**src/core/arc_regs.svh**
```systemverilog
`ifndef ARC_REGS_SVH
`define ARC_REGS_SVH
`define ADR_GEN_CTRL 16'h1010
`define ADR_RELOC_HI 16'h1012
`define ADR_RELOC_LO 16'h1014
`define ADR_SHOT_RST 16'h1016
`define ADR_CHAIN 16'h101A
`define ADR_EVT_THR 16'h1020
`define ADR_STATUS 16'h1022
`define ADR_EVC_LO 16'h1024
`define ADR_EVC_HI 16'h1026
`define ADR_NEXT_EVT 16'h1028
`define ADR_NEXT_WORD 16'h102A
`define ADR_FAST_CLR 16'h102E
`define ADR_EVC_CLR 16'h1040
`define GC_W 7
`define GC_STOP_BIT 2
`define GC_SCOPE_BIT 4
`define GC_BERR_BIT 5
`define GC_ALIGN_BIT 6
`define GC_RESET 7'h00
`define CH_LAST_BIT 0
`define CH_FIRST_BIT 1
`define THR_W 5
`define THR_RESET 5'h00
`define EVC_W 24
`define FC_W 10
`define FC_RESET 10'h000
`define FC_MAX 10'h3F0
`define ST_EMPTY_BIT 0
`define ST_FULL_BIT 1
`define ST_TYPE_LSB 4
`define OB_DEPTH 6'h20
`define OB_AW 5
`define FILLER_WORD 32'h06000000
`endif

```
**src/core/arc_pkg.sv**
```systemverilog
package arc_pkg;
  typedef logic [15:0] arc_word_t;
  typedef logic [31:0] arc_data_t;
  typedef logic [32:0] arc_entry_t;
  typedef enum {ARC_IDLE, ARC_SKIP} arc_ptr_state_t;
endpackage : arc_pkg

```
**src/core/arc_readout_ctrl.sv**
```systemverilog
`timescale 1ns/1ps
`include "arc_regs.svh"
module arc_readout_ctrl (
  input wire logic CLK,
  input wire logic RST,
  input wire arc_pkg::arc_word_t REG_ADDR,
  input wire logic REG_WR,
  input wire logic REG_RD,
  input wire arc_pkg::arc_word_t REG_WDATA,
  output arc_pkg::arc_word_t REG_RDATA,
  output logic REG_ACK,
  input wire logic FRONT_RESET,
  input wire logic [3:0] BOARD_TYPE,
  input wire logic MODE_AUTO_ADVANCE,
  input wire logic MODE_COUNT_EVERY,
  input wire logic CLEAR_DATA_REQ,
  input wire logic TRIG_PULSE,
  input wire logic TRIG_ACCEPTED,
  input wire logic WORD_IN_VALID,
  input wire arc_pkg::arc_data_t WORD_IN_DATA,
  input wire logic WORD_IN_LAST,
  output logic WORD_IN_READY,
  input wire logic RD_STROBE,
  input wire logic RD_BLOCK,
  output arc_pkg::arc_data_t RD_DATA,
  output logic RD_VALID,
  output logic RD_DTACK,
  output logic RD_BERR,
  output logic [7:0] RELOC_HIGH,
  output logic [7:0] RELOC_LOW,
  output logic CHAIN_FIRST,
  output logic CHAIN_LAST,
  output logic [9:0] FAST_CLEAR_N,
  output logic IRQ_REQ,
  output logic MODULE_RESET,
  output logic DATA_RESET
);
  import arc_pkg::*;

  function automatic logic hit(input arc_word_t a, input arc_word_t off);
    hit = (a == off);
  endfunction : hit

  ////////////////////////////////////////////////////////////////////////
  // pin synchronisers and reset pulses
  logic fr_s1_r, fr_s2_r, fr_s3_r;
  logic [3:0] bt_s1_r, bt_s2_r;
  logic soft_rst_r, data_rst_r;
  logic [`GC_W-1:0] gc_r;
  logic fr_edge;
  assign fr_edge = fr_s2_r & ~fr_s3_r;

  always_ff @(posedge CLK) begin
    if (RST) begin
      fr_s1_r <= 1'b0;
      fr_s2_r <= 1'b0;
      fr_s3_r <= 1'b0;
      bt_s1_r <= 4'h0;
      bt_s2_r <= 4'h0;
    end else begin
      fr_s1_r <= FRONT_RESET;
      fr_s2_r <= fr_s1_r;
      fr_s3_r <= fr_s2_r;
      bt_s1_r <= BOARD_TYPE;
      bt_s2_r <= bt_s1_r;
    end
  end

  logic shot_wr;
  assign shot_wr = REG_WR & hit(REG_ADDR, `ADR_SHOT_RST);

  always_ff @(posedge CLK) begin
    if (RST) begin
      soft_rst_r <= 1'b0;
      data_rst_r <= 1'b0;
    end else begin
      soft_rst_r <= shot_wr | (fr_edge & gc_r[`GC_SCOPE_BIT]);
      data_rst_r <= shot_wr | fr_edge | CLEAR_DATA_REQ;
    end
  end
  assign MODULE_RESET = soft_rst_r;
  assign DATA_RESET = data_rst_r;

  ////////////////////////////////////////////////////////////////////////
  // control registers
  logic [`THR_W-1:0] thr_r;
  logic [`FC_W-1:0] fc_r;
  logic [7:0] rel_hi_r, rel_lo_r;
  logic ch_first_r, ch_last_r;

  always_ff @(posedge CLK) begin
    if (RST) begin
      gc_r <= `GC_RESET;
    end else if (soft_rst_r) begin
      gc_r <= `GC_RESET;
      gc_r[`GC_SCOPE_BIT] <= gc_r[`GC_SCOPE_BIT];
    end else if (REG_WR && hit(REG_ADDR, `ADR_GEN_CTRL)) begin
      gc_r <= REG_WDATA[`GC_W-1:0];
    end
  end

  always_ff @(posedge CLK) begin
    if (RST || soft_rst_r) begin
      thr_r <= `THR_RESET;
    end else if (REG_WR && hit(REG_ADDR, `ADR_EVT_THR)) begin
      thr_r <= REG_WDATA[`THR_W-1:0];
    end
  end

  always_ff @(posedge CLK) begin
    if (RST) begin
      fc_r <= `FC_RESET;
    end else if (REG_WR && hit(REG_ADDR, `ADR_FAST_CLR)) begin
      fc_r <= REG_WDATA[`FC_W-1:0];
    end
  end

  always_ff @(posedge CLK) begin
    if (RST) begin
      rel_hi_r <= 8'h00;
      rel_lo_r <= 8'h00;
      ch_first_r <= 1'b0;
      ch_last_r <= 1'b0;
    end else begin
      if (REG_WR && hit(REG_ADDR, `ADR_RELOC_HI)) begin
        rel_hi_r <= REG_WDATA[7:0];
      end
      if (REG_WR && hit(REG_ADDR, `ADR_RELOC_LO)) begin
        rel_lo_r <= REG_WDATA[7:0];
      end
      if (REG_WR && hit(REG_ADDR, `ADR_CHAIN)) begin
        ch_first_r <= REG_WDATA[`CH_FIRST_BIT];
        ch_last_r <= REG_WDATA[`CH_LAST_BIT];
      end
    end
  end
  assign RELOC_HIGH = rel_hi_r;
  assign RELOC_LOW = rel_lo_r;
  assign CHAIN_FIRST = ch_first_r;
  assign CHAIN_LAST = ch_last_r;
  assign FAST_CLEAR_N = fc_r;

  ////////////////////////////////////////////////////////////////////////
  // event counter
  logic [`EVC_W-1:0] evc_r;
  logic evc_inc, evc_clr;
  assign evc_inc = MODE_COUNT_EVERY ? TRIG_PULSE : TRIG_ACCEPTED;
  assign evc_clr = (REG_WR && hit(REG_ADDR, `ADR_EVC_CLR)) | soft_rst_r |
                   (data_rst_r & ~MODE_COUNT_EVERY);

  always_ff @(posedge CLK) begin
    if (RST) begin
      evc_r <= '0;
    end else if (evc_clr) begin
      evc_r <= {{(`EVC_W-1){1'b0}}, evc_inc};
    end else begin
      evc_r <= evc_r + {{(`EVC_W-1){1'b0}}, evc_inc};
    end
  end

  ////////////////////////////////////////////////////////////////////////
  // two-entry input buffer
  arc_entry_t sk_mem_r [2];
  logic sk_wp_r, sk_rp_r, in_ready_r;
  logic [1:0] sk_cnt_r, sk_cnt_nxt;
  logic sk_push, sk_pop;
  logic [5:0] ob_cnt_r;
  assign sk_push = WORD_IN_VALID & in_ready_r;
  assign sk_pop = (sk_cnt_r != 2'h0) & (ob_cnt_r != `OB_DEPTH);

  always_comb begin
    sk_cnt_nxt = sk_cnt_r;
    if (data_rst_r) begin
      sk_cnt_nxt = 2'h0;
    end else if (sk_push && !sk_pop) begin
      sk_cnt_nxt = sk_cnt_r + 2'h1;
    end else if (sk_pop && !sk_push) begin
      sk_cnt_nxt = sk_cnt_r - 2'h1;
    end
  end

  always_ff @(posedge CLK) begin
    if (RST) begin
      sk_wp_r <= 1'b0;
      sk_rp_r <= 1'b0;
      sk_cnt_r <= 2'h0;
      in_ready_r <= 1'b0;
    end else begin
      sk_cnt_r <= sk_cnt_nxt;
      in_ready_r <= (sk_cnt_nxt != 2'h2);
      if (data_rst_r) begin
        sk_wp_r <= 1'b0;
        sk_rp_r <= 1'b0;
      end else begin
        if (sk_push) begin
          sk_mem_r[sk_wp_r] <= {WORD_IN_LAST, WORD_IN_DATA};
          sk_wp_r <= ~sk_wp_r;
        end
        if (sk_pop) begin
          sk_rp_r <= ~sk_rp_r;
        end
      end
    end
  end
  assign WORD_IN_READY = in_ready_r;

  ////////////////////////////////////////////////////////////////////////
  // output buffer and read pointer
  arc_entry_t ob_mem_r [`OB_DEPTH];
  logic [`OB_AW-1:0] ob_wp_r, ob_rp_r;
  logic [5:0] evb_r;
  arc_entry_t head, sk_head;
  logic ob_empty, pop, pop_rd, pop_nw, pop_skip;
  arc_ptr_state_t ptr_st_r;
  assign head = ob_mem_r[ob_rp_r];
  assign sk_head = sk_mem_r[sk_rp_r];
  assign ob_empty = (ob_cnt_r == 6'h00);
  assign pop_nw = REG_WR & hit(REG_ADDR, `ADR_NEXT_WORD) & ~ob_empty;
  assign pop_skip = (ptr_st_r == ARC_SKIP) & ~ob_empty;
  assign pop = pop_rd | pop_nw | pop_skip;

  always_ff @(posedge CLK) begin
    if (RST || data_rst_r) begin
      ptr_st_r <= ARC_IDLE;
    end else begin
      case (ptr_st_r)
        ARC_IDLE: begin
          if (REG_WR && hit(REG_ADDR, `ADR_NEXT_EVT)) begin
            ptr_st_r <= ARC_SKIP;
          end
        end
        ARC_SKIP: begin
          if (ob_empty || (pop && head[32])) begin
            ptr_st_r <= ARC_IDLE;
          end
        end
        default: ptr_st_r <= ARC_IDLE;
      endcase
    end
  end

  always_ff @(posedge CLK) begin
    if (RST || data_rst_r) begin
      ob_wp_r <= '0;
      ob_rp_r <= '0;
      ob_cnt_r <= 6'h00;
      evb_r <= 6'h00;
    end else begin
      if (sk_pop) begin
        ob_mem_r[ob_wp_r] <= sk_head;
        ob_wp_r <= ob_wp_r + 1'b1;
      end
      if (pop) begin
        ob_rp_r <= ob_rp_r + 1'b1;
      end
      ob_cnt_r <= ob_cnt_r + {5'h00, sk_pop} - {5'h00, pop};
      evb_r <= evb_r + {5'h00, sk_pop & sk_head[32]} -
               {5'h00, pop & head[32]};
    end
  end

  always_ff @(posedge CLK) begin
    if (RST) begin
      IRQ_REQ <= 1'b0;
    end else begin
      IRQ_REQ <= (thr_r != `THR_RESET) && (evb_r == {1'b0, thr_r});
    end
  end

  ////////////////////////////////////////////////////////////////////////
  // data readout
  logic blk_done_r, evt_odd_r, filler_r;
  logic stop_m, berr_m, align_m, rd_norm, rd_last;
  assign stop_m = gc_r[`GC_STOP_BIT];
  assign berr_m = gc_r[`GC_BERR_BIT];
  assign align_m = gc_r[`GC_ALIGN_BIT];
  assign rd_norm = RD_STROBE & ~filler_r & ~ob_empty & ~blk_done_r;
  assign rd_last = rd_norm & head[32];
  assign pop_rd = rd_norm & MODE_AUTO_ADVANCE;

  always_ff @(posedge CLK) begin
    if (RST || data_rst_r) begin
      RD_DATA <= '0;
      RD_VALID <= 1'b0;
      RD_DTACK <= 1'b0;
      RD_BERR <= 1'b0;
    end else begin
      RD_VALID <= 1'b0;
      RD_DTACK <= 1'b0;
      RD_BERR <= 1'b0;
      if (RD_STROBE && filler_r) begin
        RD_DATA <= `FILLER_WORD;
        RD_DTACK <= 1'b1;
      end else if (rd_norm) begin
        RD_DATA <= head[31:0];
        RD_VALID <= 1'b1;
        if (RD_BLOCK && berr_m &&
            (stop_m ? head[32] : (ob_cnt_r == 6'h01))) begin
          RD_BERR <= 1'b1;
        end else begin
          RD_DTACK <= 1'b1;
        end
      end else if (RD_STROBE) begin
        RD_DATA <= '0;
        RD_BERR <= RD_BLOCK & berr_m;
        RD_DTACK <= ~(RD_BLOCK & berr_m);
      end
    end
  end

  always_ff @(posedge CLK) begin
    if (RST || data_rst_r || !RD_BLOCK) begin
      blk_done_r <= 1'b0;
      evt_odd_r <= 1'b0;
      filler_r <= 1'b0;
    end else begin
      if (rd_last && stop_m) begin
        blk_done_r <= 1'b1;
      end
      if (rd_last) begin
        evt_odd_r <= 1'b0;
        filler_r <= align_m & ~evt_odd_r;
      end else if (rd_norm) begin
        evt_odd_r <= ~evt_odd_r;
      end else if (RD_STROBE) begin
        filler_r <= 1'b0;
      end
    end
  end

  ////////////////////////////////////////////////////////////////////////
  // register read port
  arc_word_t rdata;
  always_comb begin
    rdata = 16'h0000;
    case (REG_ADDR)
      `ADR_GEN_CTRL: rdata = {9'h000, gc_r};
      `ADR_RELOC_HI: rdata = {8'h00, rel_hi_r};
      `ADR_RELOC_LO: rdata = {8'h00, rel_lo_r};
      `ADR_EVT_THR: rdata = {11'h000, thr_r};
      `ADR_FAST_CLR: rdata = {6'h00, fc_r};
      `ADR_STATUS: begin
        rdata[`ST_EMPTY_BIT] = ob_empty;
        rdata[`ST_FULL_BIT] = (ob_cnt_r == `OB_DEPTH);
        rdata[`ST_TYPE_LSB+3:`ST_TYPE_LSB] = bt_s2_r;
      end
      `ADR_EVC_LO: rdata = evc_r[15:0];
      `ADR_EVC_HI: rdata = {8'h00, evc_r[23:16]};
      default: rdata = 16'h0000;
    endcase
  end

  always_ff @(posedge CLK) begin
    if (RST) begin
      REG_RDATA <= 16'h0000;
      REG_ACK <= 1'b0;
    end else begin
      REG_RDATA <= REG_RD ? rdata : 16'h0000;
      REG_ACK <= REG_RD | REG_WR;
    end
  end
endmodule : arc_readout_ctrl

```
**config.mk**
```make
export PLATFORM = sky130hd
export DESIGN_NAME = arc_readout_ctrl
export DESIGN_NICKNAME = d
export VERILOG_FILES = /design/src/core/arc_pkg.sv /design/src/core/arc_readout_ctrl.sv
export VERILOG_INCLUDE_DIRS = /design/src /design/src/core
export SDC_FILE = /design/constraint.sdc
export NUM_CORES = 1
export LEC_CHECK = 0
export BUFFER_PORTS_ARGS = -buffer_cell sky130_fd_sc_hd__buf_2
export CORE_AREA = 2 2 411 413
export DETAILED_ROUTE_END_ITERATION = 8
export DIE_AREA = 0 0 413 415
export PLACE_DENSITY = 0.46
export SKIP_CTS_REPAIR_TIMING = 1
export SYNTH_ARGS = -nofsm -noshare
export SYNTH_HDL_FRONTEND = slang
export SYNTH_SLANG_ARGS = --single-unit
export TNS_END_PERCENT = 10
```
**constraint.sdc**
```tcl
create_clock -name CLK -period 10.9 [get_ports CLK]
set_input_delay 2.18 -clock CLK [delete_from_list [all_inputs] [get_ports CLK]]
set_output_delay 2.18 -clock CLK [all_outputs]
set_load 0.05 [all_outputs]
```
Word level (Yosys, flattened, before mapping)
Memories as Yosys holds them, arrays and structs flattened. A register that Yosys moved wholly into a read port is not among the register bits.
Cells that the tools add are included.

storage, ports and cells
  memory bits (writable) = 1,122
  register bits after elaboration = 192
  memories kept = 2
  input bits = 82

operators by class
  multiplexer cells = 38
  $add $sub $neg = 9
  bitwise logic cells = 37
  equal/unequal tests = 23
  reductions and logical operators = 39

memories
  name      words  width  read ports  clocked after memory_dff  write ports  line                     text
  ob_mem_r  32     33     1           1                         1            arc_readout_ctrl.sv:209  arc_entry_t ob_mem_r [`OB_DEPTH];
  sk_mem_r  2      33     1           1                         1            arc_readout_ctrl.sv:163  arc_entry_t sk_mem_r [2];

operators with widths
  operator                count
  $eq A16 B13 Y1 const B  13
  $mux W32                4
  $pmux W32 S2            1
  $eq A32 B1 Y1 const B   1
  $eq A32 B2 Y1 const B   1
  $logic_not A32 Y1       1
  $pmux W4 S8             1
  $mux W27                1
  $add A24 B1 Y24         1
  $mux W1                 23
  $and A1 B1 Y1           18
  $logic_and A1 B1 Y1     16
  $pmux W2 S8             1
  $pmux W8 S2             1
  $pmux W2 S7             1
  $add A6 B1 Y6           2
  $reduce_or A2 Y1        6
  $sub A6 B1 Y6           2
  $not A1 Y1              11
  $add A5 B1 Y5 const B   2
  $mux W5                 2
  $or A1 B1 Y1            8
  $eq A6 B1 Y1 const B    1
  $eq A6 B5 Y1            1
  14 further kinds        27

Depth between registers and ports, before layout
  word-level depth = 11
  mapped depth = 19
  mapped depth without buffers = 16

Least setup slack after synthesis
No wires, ideal clock.

  path kind = input -> register
  from = input port RST
  to = memory sk_mem_r[0][0] (netlist name) (enable)
  data required time = 10.436 ns
  path slack = 5.474 ns
  arrival time = 4.962 ns
  library setup time = 0.464 ns
  stages on the path = 3
  path buffers = 1
  cells stage by stage = or2_2 > clkbuf_1 > nor3_1

between the ends
  longest elaborated chain between the ends = 2

ends and longest elaborated chain
  item                           line                     text
  from (decl)                    arc_readout_ctrl.sv:5    input wire logic RST,
  $mux W1                        arc_readout_ctrl.sv:183  if (RST) begin
  $mux W1 (not written as such)  arc_readout_ctrl.sv:196  sk_mem_r[sk_wp_r] <= {WORD_IN_LAST, WORD_IN_DATA};
  to (decl)                      arc_readout_ctrl.sv:163

No other way between the ends.

==> impl_results.md <==
- Top_reg_cell synth: edfxtp_1
- CTS tree: built
- Critical path's slowest cell: dfxtp_4
- Worst Path Arrival: 5480 ps
- Hold path depth: 1
- Reg-to-reg slack, setup: 6050 ps
- Hold Path Sink: bt_s2_r[0]
- Sequential share of the synthesized area: 74.5%
- Slew HR: between 30% and 40%
- Global-route wire length before repair: around 190 mm
- Cell Chain, Critical Path: buf_12 > and2_1 > a22oi_1 > nand3_1 > and4_1 > nor2_1 > ha_1 > inv_1 > ha_1 > inv_1 > fa_1 > inv_1 > a21o_1 > a21oi_1 > xor2_1 > nor2_1
- Initial antenna violation count: 1
- Power Internal: 8850 uW
- Post-synthesis cell count: roughly 2700
- Reg2Reg Capture Point: evb_r[4]
- Critical Path Fanout Max: 103
- Share of cells above drive strength 1: 24.1%
- Area after DPL: 53400 um2
- Worst min path class: reg -> reg
- First-pass DRT Iterations: 6
- Final number of setup-violating endpoints: 0
- Worst slew pin tran: 1040 ps
- Chip height: 415 um
- Die Wd: 413 um
- Top Ports: 166
- Synth Register Bits: 1289
- Worst clock skew: 29.5 ps
- Clock network power share: 39.6%
- Mean Syn Cell Area: 18.6 um2
- Switching Fraction: 24.9%
- Syn_nets: 2784
- Drt total wl: 135 mm
- Hpwl dp: 74.7 mm
- Pin count of the biggest net entering global routing: around 100
- Combinational group share of total power: 11.4%
- Total Power: about 12000 uW
- Unrepaired setup endpoints after global routing: false
- Commonest non-fill, non-tap cell in the layout: edfxtp_1
- Worst vdd ir: 0.000158 V
- Vias: 26013
- Syn Std Cell Area: 49700 um2
- GRT Overall Usage: between 10% and 20%
- Post-route clock period utilization: 44.5%
- EDFF count, synth: 1122
- Port buffer count: about 160
- Yosys top cell area share: 67.7%
- # fillers: around 16000
- Post-route cell area: 58000 um2
- Core ar.: around 170000 um2
- Sw Pwr: 2940 uW
- Worst-Skew Late Latency: 770 ps
- Number of distinct library cells after synthesis: 67
- GP Congestion: 0.832
- CP most frequent cell: inv_1
- Max-cap violations: 0
- Nature of the critical path startpoint: register
- Worst-path clk slew: 50 ps
- Sequential cell area: 37100 um2
- Total gr overflow: 0
- Area occupied by multi-input gates: between 10000 and 15000 um2
- Layout area overhead: 16.6%
- Commonest non-fill, non-tap cells in the layout: edfxtp_1, mux4_2, mux2i_1
- CP Capture Type: register
- Yosys warning count: 0
- Initial Util: 29.8%
- CTS sink cnt: 1289
- Largest cells by area after synthesis: edfxtp_1, mux4_2, dfxtp_1
- Final #Nets: 3006
- Row cnt: 150
- Status: finished, final reports clean
- Reg power frac: slightly below 50%
- Max Root-Sink Buffers: 3
- Hold Startpoint: bt_s1_r[0]
- Drt drc: 0
- Worst path buffer plus inverter count: 4
- Ys async rst share: 0%
- TritonCTS buffer count: 143
- Cell Pwr Density: 203 nW/um2
- Fmax: 206 MHz
- Setup TNS: 0 ps
- Final hold vios: 0
- Final ANT Viol Nets: 0
- CP peak stage delay: 890 ps
- Routed wire per std cell: 25.8 um
- Worst reg-to-reg path cell count: 16
- Root Buffer: clkbuf_16
- Die footprint: about 170000 um2
- Req. time, crit path: 11530 ps
- Vias per cell: 4.98
- Initial DRC count: 2380
- Final min period: 4850 ps
- Pins Over Slew Limit: 0
- CTS H-tree depth: 4
- Largest delay share family, worst path: simple AND/OR/NAND/NOR gates
- Leading area contributor after synthesis: edfxtp_1
- CP Class: reg -> reg
- P_leak: 0.0180 uW
- Vias in the first global route: 26980
[worst register-to-register path, cell delays in order (launching register included)]
cell,delay (ps)
dfxtp_4,890
buf_12,720
and2_1,830
a22oi_1,310
nand3_1,180
and4_1,310
nor2_1,70
ha_1,270
inv_1,60
ha_1,160
inv_1,60
fa_1,430
inv_1,70
a21o_1,110
a21oi_1,80
xor2_1,140
nor2_1,60
[layer usage]
layer | vias up | track usage (%) | part of all wire (%)
li1 | 11300 | - | -
met1 | 13775 | 21.0 | 45
met2 | 734 | 25.7 | 49
met3 | 204 | 2.69 | 4.7
met4 | 0 | 4.51 | 2.3
met5 | - | 0 | 0
[sequential cells by signal, summed over array words and instances, names as in the netlist, 7 cells and up, named ones only]
signal and flops:
ob_mem_r 1056, sk_mem_r 66, RD_DATA 32, evc_r 24, REG_RDATA 16, FAST_CLEAR_N 10, RELOC_HIGH 8, RELOC_LOW 8
gc_r 7
[per-stage QoR]
stage               setup WS (ps)  hold slack (ps)  utilization, %  instances
floorplan                    5470              414               -       2677
global placement             5360              440            32.1       4958
detailed placement           5240              444            32.1       4958
CTS                          5820              446            34.8       5222
global route                 5550              456            34.8       5222
finish                       6050              438            34.8       5223
[power by group through the flow]
stage	Combinational [uW]	Clock, uW	Sequential, uW
after floorplan	855	0	5920
after global placement	1300	0	5890
after detailed placement	1350	0	5890
after CTS	1360	4790	5790
after global routing	1470	4990	5800
final	1340	4660	5790
[cells in the mapped netlist (all sizes together), types with 23 or more instances]
| cell | n |
|---|---|
| edfxtp | 1122 |
| mux4 | 209 |
| mux2i | 181 |
| dfxtp | 167 |
| nor2 | 144 |
| clkbuf | 80 |
| nand2 | 68 |
| buf | 67 |
| a211oi | 50 |
| a21oi | 50 |
| a22oi | 46 |
| nand3 | 46 |
| a221oi | 39 |
| mux2 | 39 |
| nor2b | 36 |
| inv | 33 |
| o21ai | 33 |
| xnor2 | 24 |
| ha | 23 |
[worst max path at each step]
stage	cells after the start	to	slack, ps
after CTS	16	evb_r[4]	5820
after global routing	16	evb_r[4]	5550
after floorplan	3	sk_mem_r[0][0]	5470
after detailed placement	7	ob_mem_r[27][29]	5240
final	16	evb_r[4]	6050
after global placement	7	ob_mem_r[27][7]	5360
[final cells by class]
type / count / share of cell area (%)
repair buffers: 224 / 2.26
clock buffers: 203 / 6.78
clock inverters: 61 / 1.08
well taps: 2204 / 4.76
multi-input cells: 1208 / 21.0
inverters: 33 / 0.214
flip-flops and latches: 1289 / 63.9
diodes: 1 / 0.00432
[cell families (layout without fill, tap and decap cells)]
| kind of cell | Yosys count | after routing | synth area share [%] |
|---|---|---|---|
| fa+ha+maj | 26 | 26 | 0.679 |
| xor+xnor | 42 | 42 | 0.740 |
| compound gates | 305 | 305 | 4.43 |
| buf+inv | 180 | 521 | 1.56 |
| mux | 429 | 429 | 14.0 |
| other cells | 0 | 1 | 0 |
| simple gates | 406 | 406 | 4.13 |
| flops | 1289 | 1289 | 74.5 |
Note: power is estimated with default switching activity, not from simulation.
